==> src/verilog/mpt_map.vh <==
`ifndef MPT_MAP_VH
`define MPT_MAP_VH
// =====================================
// Match action encoding
`define MPT_ACT_CONTINUE 2'h0
`define MPT_ACT_STOP 2'h1
`define MPT_ACT_RESET 2'h2
// =====================================
// Sizes
`define MPT_NUM_MATCH 7
`define MPT_NUM_OUT 6
`define MPT_WIDTH 32
// =====================================
// Reset and increment values
`define MPT_ZERO32 32'h00000000
`define MPT_ONE32 32'h00000001
// =====================================
// Count source selection
`define MPT_SRC_CLOCK 2'h0
`define MPT_SRC_RISE 2'h1
`define MPT_SRC_FALL 2'h2
`define MPT_SRC_BOTH 2'h3
`endif

==> src/verilog/mpt_edge_detect.v <==
`timescale 1ns/1ps
// =====================================
// Count event detector for capture inputs
module mpt_edge_detect (
	input wire core_clk,
	input wire reset_n,
	input wire [1:0] cap_sel,
	input wire [1:0] cap_in,
	input wire [1:0] src_mode,
	output reg count_event
);
`include "mpt_map.vh"
	reg prev_level;
	wire level;
	assign level = cap_sel[0] ? cap_in[1] : cap_in[0];
	always @(posedge core_clk or negedge reset_n) begin
		if (!reset_n) begin
			prev_level <= 1'b0;
		end else begin
			prev_level <= level;
		end
	end
	always @* begin
		case (src_mode)
			`MPT_SRC_CLOCK: count_event = 1'b1;
			`MPT_SRC_RISE: count_event = level & ~prev_level;
			`MPT_SRC_FALL: count_event = ~level & prev_level;
			default: count_event = level ^ prev_level;
		endcase
	end
endmodule // mpt_edge_detect

==> src/verilog/mpt_pwm_timer.v <==
`timescale 1ns/1ps
// Overview of operation
// - Period match sets common cycle end.
// - Double-edge output n uses matches n-1 and n.
// - Two matches place set and clear edges.
// - Counts clock or capture input events.
// - Seven matches, single or double edges mixed.
// - Each match continues, stops or resets; interrupt.
// - Single-edge outputs rise at cycle start.
// - Any period and width, same rate.
// - Released shadow values load at cycle end.
// - Outputs idle low when pulse mode off.
// - 32-bit counter behind 32-bit prescaler.
module mpt_pwm_timer (
	input wire core_clk,
	input wire reset_n,
	input wire counter_enable,
	input wire counter_clear,
	input wire pwm_enable,
	input wire [1:0] src_mode,
	input wire [1:0] cap_sel,
	input wire [1:0] cap_in,
	input wire [31:0] prescale_limit,
	input wire [31:0] match_wdata,
	input wire [2:0] match_widx,
	input wire match_write,
	input wire [6:0] match_release,
	input wire [6:0] match_irq_en,
	input wire [13:0] match_action,
	input wire [5:0] double_edge_sel,
	input wire [6:0] match_irq_clear,
	output reg [31:0] count_value,
	output reg [31:0] prescale_value,
	output wire [5:0] pulse_out,
	output wire [6:0] match_irq,
	output reg counter_stopped
);
`include "mpt_map.vh"
	// =====================================
	// Storage
	wire [31:0] active [0:6];
	wire count_event;
	wire tick;
	wire [6:0] hit;
	wire cycle_end;
	reg next_stop;
	reg next_reset;
	integer k;

	// =====================================
	// Count event source
	mpt_edge_detect u_edge (
		.core_clk(core_clk),
		.reset_n(reset_n),
		.cap_sel(cap_sel),
		.cap_in(cap_in),
		.src_mode(src_mode),
		.count_event(count_event)
	);

	// =====================================
	// Prescaler and counter
	assign tick = counter_enable & ~counter_stopped & count_event &
		(prescale_value == prescale_limit);
	assign cycle_end = tick & hit[0];

	genvar g;
	generate
		for (g = 0; g < 7; g = g + 1) begin : g_hit
			assign hit[g] = (count_value == active[g]);
		end
	endgenerate

	always @* begin
		next_stop = 1'b0;
		next_reset = 1'b0;
		for (k = 0; k < 7; k = k + 1) begin
			if (tick && hit[k]) begin
				if (match_action[2*k +: 2] == `MPT_ACT_STOP) begin
					next_stop = 1'b1;
				end
				if (match_action[2*k +: 2] == `MPT_ACT_RESET) begin
					next_reset = 1'b1;
				end
			end
		end
		if (pwm_enable && cycle_end) begin
			next_reset = 1'b1;
		end
	end

	always @(posedge core_clk or negedge reset_n) begin
		if (!reset_n) begin
			prescale_value <= `MPT_ZERO32;
			count_value <= `MPT_ZERO32;
			counter_stopped <= 1'b0;
		end else if (counter_clear) begin
			prescale_value <= `MPT_ZERO32;
			count_value <= `MPT_ZERO32;
			counter_stopped <= 1'b0;
		end else begin
			if (counter_enable && !counter_stopped && count_event) begin
				if (prescale_value == prescale_limit) begin
					prescale_value <= `MPT_ZERO32;
				end else begin
					prescale_value <= prescale_value + `MPT_ONE32;
				end
			end
			if (next_reset) begin
				count_value <= `MPT_ZERO32;
			end else if (tick) begin
				count_value <= count_value + `MPT_ONE32;
			end
			if (next_stop) begin
				counter_stopped <= 1'b1;
			end else if (!counter_enable) begin
				counter_stopped <= 1'b0;
			end
		end
	end

	// =====================================
	// Shadow, release and match flags
	generate
		for (g = 0; g < 7; g = g + 1) begin : g_match
			reg [31:0] shadow_q;
			reg [31:0] active_q;
			reg pend_q;
			reg irq_q;
			reg [31:0] next_shadow;
			reg [31:0] next_active;
			reg next_pend;
			reg next_irq;
			wire write_hit;
			assign write_hit = match_write && (match_widx == g);
			assign active[g] = active_q;
			assign match_irq[g] = irq_q;
			// =====================================
			// Per-match next values
			always @* begin
				next_shadow = shadow_q;
				if (write_hit) begin
					next_shadow = match_wdata;
				end
			end
			always @* begin
				next_active = active_q;
				if (!pwm_enable || (cycle_end && pend_q)) begin
					next_active = next_shadow;
				end
			end
			always @* begin
				next_pend = pend_q;
				if (match_release[g]) begin
					next_pend = 1'b1;
				end else if (cycle_end || !pwm_enable) begin
					next_pend = 1'b0;
				end
			end
			always @* begin
				next_irq = irq_q;
				if (tick && hit[g] && match_irq_en[g]) begin
					next_irq = 1'b1;
				end else if (match_irq_clear[g]) begin
					next_irq = 1'b0;
				end
			end
			always @(posedge core_clk or negedge reset_n) begin
				if (!reset_n) begin
					shadow_q <= `MPT_ZERO32;
					active_q <= `MPT_ZERO32;
					pend_q <= 1'b0;
					irq_q <= 1'b0;
				end else begin
					shadow_q <= next_shadow;
					active_q <= next_active;
					pend_q <= next_pend;
					irq_q <= next_irq;
				end
			end
		end
	endgenerate

	// =====================================
	// Pulse outputs; channel n uses match n (single) or n-1 and n (double, channels 2 to 6 only)
	generate
		for (g = 1; g < 7; g = g + 1) begin : g_out
			reg pulse_q;
			reg next_pulse;
			assign pulse_out[g-1] = pulse_q;
			always @* begin
				next_pulse = pulse_q;
				if (!pwm_enable) begin
					next_pulse = 1'b0;
				end else if (double_edge_sel[g-1] && g > 1) begin
					if (tick && hit[g-1]) begin
						next_pulse = 1'b1;
					end else if (tick && hit[g]) begin
						next_pulse = 1'b0;
					end
				end else if (cycle_end || counter_clear) begin
					next_pulse = (active[g] != `MPT_ZERO32);
				end else if (tick && hit[g]) begin
					next_pulse = 1'b0;
				end
			end
			always @(posedge core_clk or negedge reset_n) begin
				if (!reset_n) begin
					pulse_q <= 1'b0;
				end else begin
					pulse_q <= next_pulse;
				end
			end
		end
	endgenerate
endmodule // mpt_pwm_timer

==> config.mk <==
export PLATFORM = sky130hd
export DESIGN_NAME = mpt_pwm_timer
export DESIGN_NICKNAME = d
export VERILOG_FILES = /design/src/verilog/mpt_edge_detect.v /design/src/verilog/mpt_pwm_timer.v
export VERILOG_INCLUDE_DIRS = /design/src /design/src/verilog
export SDC_FILE = /design/constraint.sdc
export NUM_CORES = 1
export LEC_CHECK = 0
export BUFFER_PORTS_ARGS = -buffer_cell sky130_fd_sc_hd__buf_2
export CORE_AREA = 2 2 415 252
export DETAILED_ROUTE_END_ITERATION = 12
export DIE_AREA = 0 0 417 254
export HOLD_SLACK_MARGIN = 0.15
export PLACE_DENSITY_LB_ADDON = 0.2
export SYNTH_ARGS = -nofsm -noshare
export SYNTH_HDL_FRONTEND = slang
export SYNTH_SLANG_ARGS = --single-unit
export TNS_END_PERCENT = 30
==> constraint.sdc <==
create_clock -name core_clk -period 4.13 [get_ports core_clk]
set_input_delay 0.6195 -clock core_clk [delete_from_list [all_inputs] [get_ports core_clk]]
set_output_delay 0.6195 -clock core_clk [all_outputs]
set_load 0.05 [all_outputs]
# Word-level counts from Yosys, hierarchy flattened
# Index checks and enable logic that the tools add are counted.
[op_classes] add_sub_neg=2 mul=0 div_mod_pow=0 n_lt_le_gt_ge=0 n_eq_ne=32 shifts=0 muxes=97 bitwise=10 n_reduce_logical=66
[ops] operator="$mux 32" count=13
[ops] operator="$eq 32x32->1" count=8
[ops] operator="$reduce_bool 32->1" count=6
[ops] operator="$mux 1" count=83
[ops] operator="$add 32x1->32 const B" count=2
[ops] operator="$logic_and 1x1->1" count=31
[ops] operator="$reduce_bool 2->1" count=15
[ops] operator="$eq 2x1->1 const B" count=8
[ops] operator="$eq 2x2->1 const B" count=8
[ops] operator="$eq 3x3->1 const B" count=3
[ops] operator="$logic_or 1x1->1" count=9
[ops] operator="$and 1x1->1" count=6
[ops] operator="$eq 3x2->1 const B" count=2
[ops] operator="$ne 3x1->1 const B" count=2
[ops] operator="$eq 3x1->1 const B" count=1
[ops] operator="$logic_not 3->1" count=1
[ops] operator="$not 1->1" count=3
[ops] operator="$pmux 1 s3" count=1
[ops] operator="$reduce_bool 3->1" count=1
[ops] operator="$logic_not 1->1" count=2
[ops] operator="$logic_not 2->1" count=1
[ops] operator="$xor 1x1->1" count=1
[totals] register_bits=534 latchBits=0 ramBits=0 rom_bits=0 in_bits=120 output_inout_bits=78 wordCells=245 n_memories=0

# Depth between registers and ports, before layout
[logic_depth] ltp_word=23 mapped_depth=12 ltp_nobuf=10

# Modules after synthesis
# Synthesis repeated with hierarchy kept, for this count alone.
[hier_totals] hier_cells=1891 area_unflattened_um2=25451.9
[modules_own_cells] mod="mpt_pwm_timer" n_inst=1 cells_per_inst=1881 area_per_inst_um2=25356.8 seq_area_each_um2=13337.8
[modules_own_cells] mod="mpt_edge_detect" n_inst=1 cells_per_inst=10 area_per_inst_um2=95.1 seq_area_each_um2=25.0

# Least setup slack after synthesis
# Ideal clock, no wire load.
[synth_timing] kind="input to register" startpoint="input port cap_sel[0]" endpoint="register g_match[0].active_q[10]" setup_ns=0.125 t_arrival_ns=3.048 required_time_ns=4.005 slack_ns=0.957 stages=11 path_buffers=2 path_cell_list="mux2i_1 ha_1 nand2b_1 a311oi_2 inv_2 or3_1 buf_4 nor2_8 a21oi_4 buf_6 mux2_4"
[synth_between] elab_chain_cells=9 elab_cells_between_ends=11 classes_between="mux (2); bitwise (7); reduce/logical (2)"
[synth_rtl] item="start, declared" line_no="mpt_pwm_timer.v:21" source="input wire [1:0] cap_sel,"
[synth_rtl] item="$mux 1 *" line_no="mpt_edge_detect.v:15" source="assign level = cap_sel[0] ? cap_in[1] : cap_in[0];"
[synth_rtl] item="$not 1->1" line_no="mpt_edge_detect.v:27" source="`MPT_SRC_FALL: count_event = ~level & prev_level;"
[synth_rtl] item="$and 1x1->1" line_no="mpt_edge_detect.v:27"
[synth_rtl] item="$pmux 1 s3 *" line_no="mpt_edge_detect.v:24" source="case (src_mode)"
[synth_rtl] item="$and 1x1->1 * (2 in series)" line_no="mpt_pwm_timer.v:63" source="assign tick = counter_enable & ~counter_stopped & count_event &"
[synth_rtl] item="$and 1x1->1 *" line_no="mpt_pwm_timer.v:65" source="assign cycle_end = tick & hit[0];"
[synth_rtl] item="$logic_and 1x1->1 *" line_no="mpt_pwm_timer.v:148" source="if (!pwm_enable || (cycle_end && pend_q)) begin"
[synth_rtl] item="$logic_or 1x1->1 *" line_no="mpt_pwm_timer.v:148"
[synth_rtl] item="end signal, assigned" line_no="mpt_pwm_timer.v:171" source="active_q <= `MPT_ZERO32;"
[synth_rtl] item="end signal, assigned" line_no="mpt_pwm_timer.v:176" source="active_q <= next_active;"
[synth_rtl] item="end, declared" line_no="mpt_pwm_timer.v:127" source="reg [31:0] active_q;"
# Every way passes the cells marked *; elsewhere a longest branch is shown, timed or not.
# A chain may end at the register's enable or synchronous reset.

# Worst setup path in the final report
[layout_timing] startpoint="register prescale_value[18]" endpoint="register g_match[1].irq_q"
[layout_between] elab_chain_cells=5 elab_cells_between_ends=6 classes_between="eq/ne (1); mux (1); bitwise (1); reduce/logical (3)"
[layout_rtl] item="start, declared" line_no="mpt_pwm_timer.v:33" source="output reg [31:0] prescale_value,"
[layout_rtl] item="start signal, assigned" line_no="mpt_pwm_timer.v:94" source="prescale_value <= `MPT_ZERO32;"
[layout_rtl] item="start signal, assigned" line_no="mpt_pwm_timer.v:98" source="prescale_value <= `MPT_ZERO32;"
[layout_rtl] item="start signal, assigned" line_no="mpt_pwm_timer.v:104" source="prescale_value <= `MPT_ZERO32;"
[layout_rtl] item="$eq 32x32->1 *" line_no="mpt_pwm_timer.v:64" source="(prescale_value == prescale_limit);"
[layout_rtl] item="$and 1x1->1 *" line_no="mpt_pwm_timer.v:63"
[layout_rtl] item="$logic_and 1x1->1 * (2 in series)" line_no="mpt_pwm_timer.v:162" source="if (tick && hit[g] && match_irq_en[g]) begin"
[layout_rtl] item="$mux 1 or $reduce_bool 2->1 (tied branches)"
[layout_rtl] item="end signal, assigned" line_no="mpt_pwm_timer.v:178" source="irq_q <= next_irq;"
[layout_rtl] item="end, declared" line_no="mpt_pwm_timer.v:129" source="reg irq_q;"
# Marks and branches as above.

==> impl_metrics.ini <==
[routing]
drt-wirelength-per-cell_um = 28.8
finalWirelength_um = 102000
drc = 0
routed_via_density = 4.84
total_number_of_vias = 17100
detail_route.iter0.violations = 1516
ant_nets = 0
detailedRoute.firstPassIterationCount = 5

[logic_synthesis]
ys_seq_area_share_pct = 52.7
synth_top_area_share_pct = 52.7
synth_fp_nets = 2015
synth_compound_gate_area_share_pct = 2.69
yosys.cell_count.top_type = sky130_fd_sc_hd__dfrtp_1
synth_enable_flop_cells = 0
synth_top_family_by_area = multiplexers
netlist_area_sq_um = 25400
synthSimpleGateAreaFrac_pct = 8.30
synthTopCellsByArea = sky130_fd_sc_hd__dfrtp_1, sky130_fd_sc_hd__mux2_4, sky130_fd_sc_hd__mux2_2, sky130_fd_sc_hd__xnor2_1, sky130_fd_sc_hd__xor2_1
ys_ff_latch = 534
yosys.cell_types.count = 51
synth.avg_cell_area_sq_um = 13.4
synth_ff_type = sky130_fd_sc_hd__dfrtp_1
ys_top_cells_by_count = sky130_fd_sc_hd__dfrtp_1, sky130_fd_sc_hd__mux2_2, sky130_fd_sc_hd__xnor2_1
syn_inst_count = 1891
synth.largest_area_cell = sky130_fd_sc_hd__dfrtp_1
yosys-mux-area-fraction_pct = 23.1
yosys.area_share.adder_pct = 0.197
synth-async-reset-ratio_pct = 100
synthXorXnorAreaFrac_pct = 10.3
yosys_warnings = 0

[placement]
io_buffer_count = 195
detailed_place_hpwl_um = 75300
gpl.final_weighted_congestion = 0.957
post_placement_cell_count = 3413

[cts]
ctsHoldBuffers = 16
cts.repair_timing.setup_buffer_count = 0
worst_skew_pair.late_latency_ps = 650
cts_buffers = 55
cts_sink_cnt = 534
cts_tree = yes
htree_levels = 2
post_cts_resized = 0
cts_root_buffer = sky130_fd_sc_hd__clkbuf_16
cts-root-to-sink-buffers = 3
clk_transition_reported_paths_ps = 60

[timing]
achievable_freq_mhz = 287
final.hold.worst_slack_ps = 193
final.setup.tns_ps = 0
timing.max_slew.rel_slack_pct = 6.70
layout_min_cycle_time_ps = 3490
setup_viol = 0
min_period_over_period_pct = 84.4
timing_hold_violations_final = 0
rsz_0062_raised_after_global_routing = no
final-max-slew-violation-count = 0
final.setup_skew_ps = 32.3
tightestPinTransition_ps = 1390

[power_and_ir_drop]
vdd_drop_max_mv = 0.329
power.share.clock_pct = 34.3
power_frac_comb_pct = 19.1
power_leakage_nw = 13.0
p_sw_mw = 4.92
sw_frac_of_total_pct = 30.4
share_seq_of_total_power_pct = 46.6
p_per_area_nw_per_um2 = 532
internal-power_mw = 11.3

[global_routing]
gr_util_all_layers_pct = 19.0
globalRouteOverflowTotal = 0
grt_first_pass_wirelength_um = 141000
largest_net_degree_at_the_start_of_global_routing = 98
grt_pass1_vias = 17500
antenna_found_initial = 5

[die]
num_io_pins = 198
die-area_sq_um = 106000
core-area_sq_um = 102000
row_count = 91
dieWidth_um = 417
floorplan.initialDensity_pct = 24.8
die_h_um = 254

[worst_setup_path]
critPathArrivalTime_ps = 4070
cp-end-kind = register
criticalPathCategory = register to register
crit_fanout = 18
start_kind = register
cp.required_ps = 4710

[final_layout]
finish.cell_count_without_fillers = 3535
drive_gt1_share_pct = 38.4
area.growth.synth_to_final_pct = 19.7
net_count_final = 2262

[status]
status = completed

[min_path]
worst_hold_path_type = primary input to register

[flow_run]
reported_max_cap_violation_count = 0
==> cells by family after synthesis <==
group / after synthesis
fa+ha+maj: 4
simple gates: 381
compound gates: 96
xor+xnor: 298
mux: 451
flops: 534
buf+inv: 127
==> layer usage <==
metal	track usage, %	up-vias	wire length (um)
met1	30.2	9172	52500
met2	25.8	579	40000
met4	4.43	0	2200
li1	-	7224	-
met5	0	-	0
met3	3.78	122	6990
==> cell type report <==
type                    instances  area [sq um]
inverters                      20          75.1
diodes                          2          5.00
flip-flops and latches        534         13400
clock inverters                27           377
clock buffers                  77          1610
fillers                     10300         71700
repair buffers                297          1930
multi-input cells            1230         11300
well taps                    1348          1690
==> power by group through the flow <==
stage               clock network (mW)  logic, mW  registers, mW
CTS                               5.68       3.08           7.50
finish                            5.54       3.09           7.54
detailed placement                   0       3.05           7.57
global placement                     0       3.00           7.55
global route                      5.90       3.29           7.61
floorplan                            0       2.17           6.92
==> worst max-delay path, cell delays in order (launching register included) <==
cell                            delay (ps)
sky130_fd_sc_hd__dfrtp_1               480
sky130_fd_sc_hd__xor2_1                260
sky130_fd_sc_hd__nor4_1                440
sky130_fd_sc_hd__nand4_1               280
sky130_fd_sc_hd__or3_1                 480
sky130_fd_sc_hd__buf_4                 270
sky130_fd_sc_hd__nor2_1                470
sky130_fd_sc_hd__nand2_1               100
sky130_fd_sc_hd__o21ai_0                90
sky130_fd_sc_hd__dlygate4sd3_1         570
==> placed cells by master (no fill, tap or decap), drive strengths merged, types with 16 or more instances in the layout <==
cell type	synthesis	layout
buf	52	281
clkbuf	55	77
dfrtp	534	534
dlygate4sd3	0	16
inv	20	23
mux2	448	448
nand2	41	41
nand3	32	32
nand4	92	92
nor2	70	70
nor4	75	75
o21ai	44	44
xnor2	232	232
xor2	66	66
==> worst paths after layout <==
check,start,to,slack [ps],cells after the start
min,match_irq_clear[5],g_match[5].irq_q,190,2
min reg2reg,g_match[6].shadow_q[0],g_match[6].shadow_q[0],490,1
max in group asynchronous,reset_n,g_match[0].shadow_q[10],2350,3
max,prescale_value[18],g_match[1].irq_q,640,9
min in group asynchronous,reset_n,g_match[6].active_q[22],610,2
max reg2reg,prescale_value[18],g_match[1].irq_q,640,9
==> flip-flops by register name, indices dropped and copies added (netlist names) <==
signal / cells
g_match.active_q: 224
g_match.shadow_q: 224
count_value: 32
prescale_value: 32
g_match.irq_q: 7
g_match.pend_q: 7
g_out.pulse_q: 6
counter_stopped: 1
u_edge.prev_level: 1
==> per-stage QoR <==
step | power, mW | utilization, % | worst slack (ps) | area [sq um]
6_report | 16.2 | 29.8 | 644 | 30400
5_1_grt | 16.8 | 29.7 | 517 | 30400
4_1_cts | 16.3 | 29.7 | 752 | 30400
3_5_place_dp | 10.6 | 27.6 | 292 | 28200
3_3_place_gp | 10.5 | 27.6 | 204 | 28200
2_1_floorplan | 9.09 | - | 957 | 25400
Power figures use the tool's default switching activity.
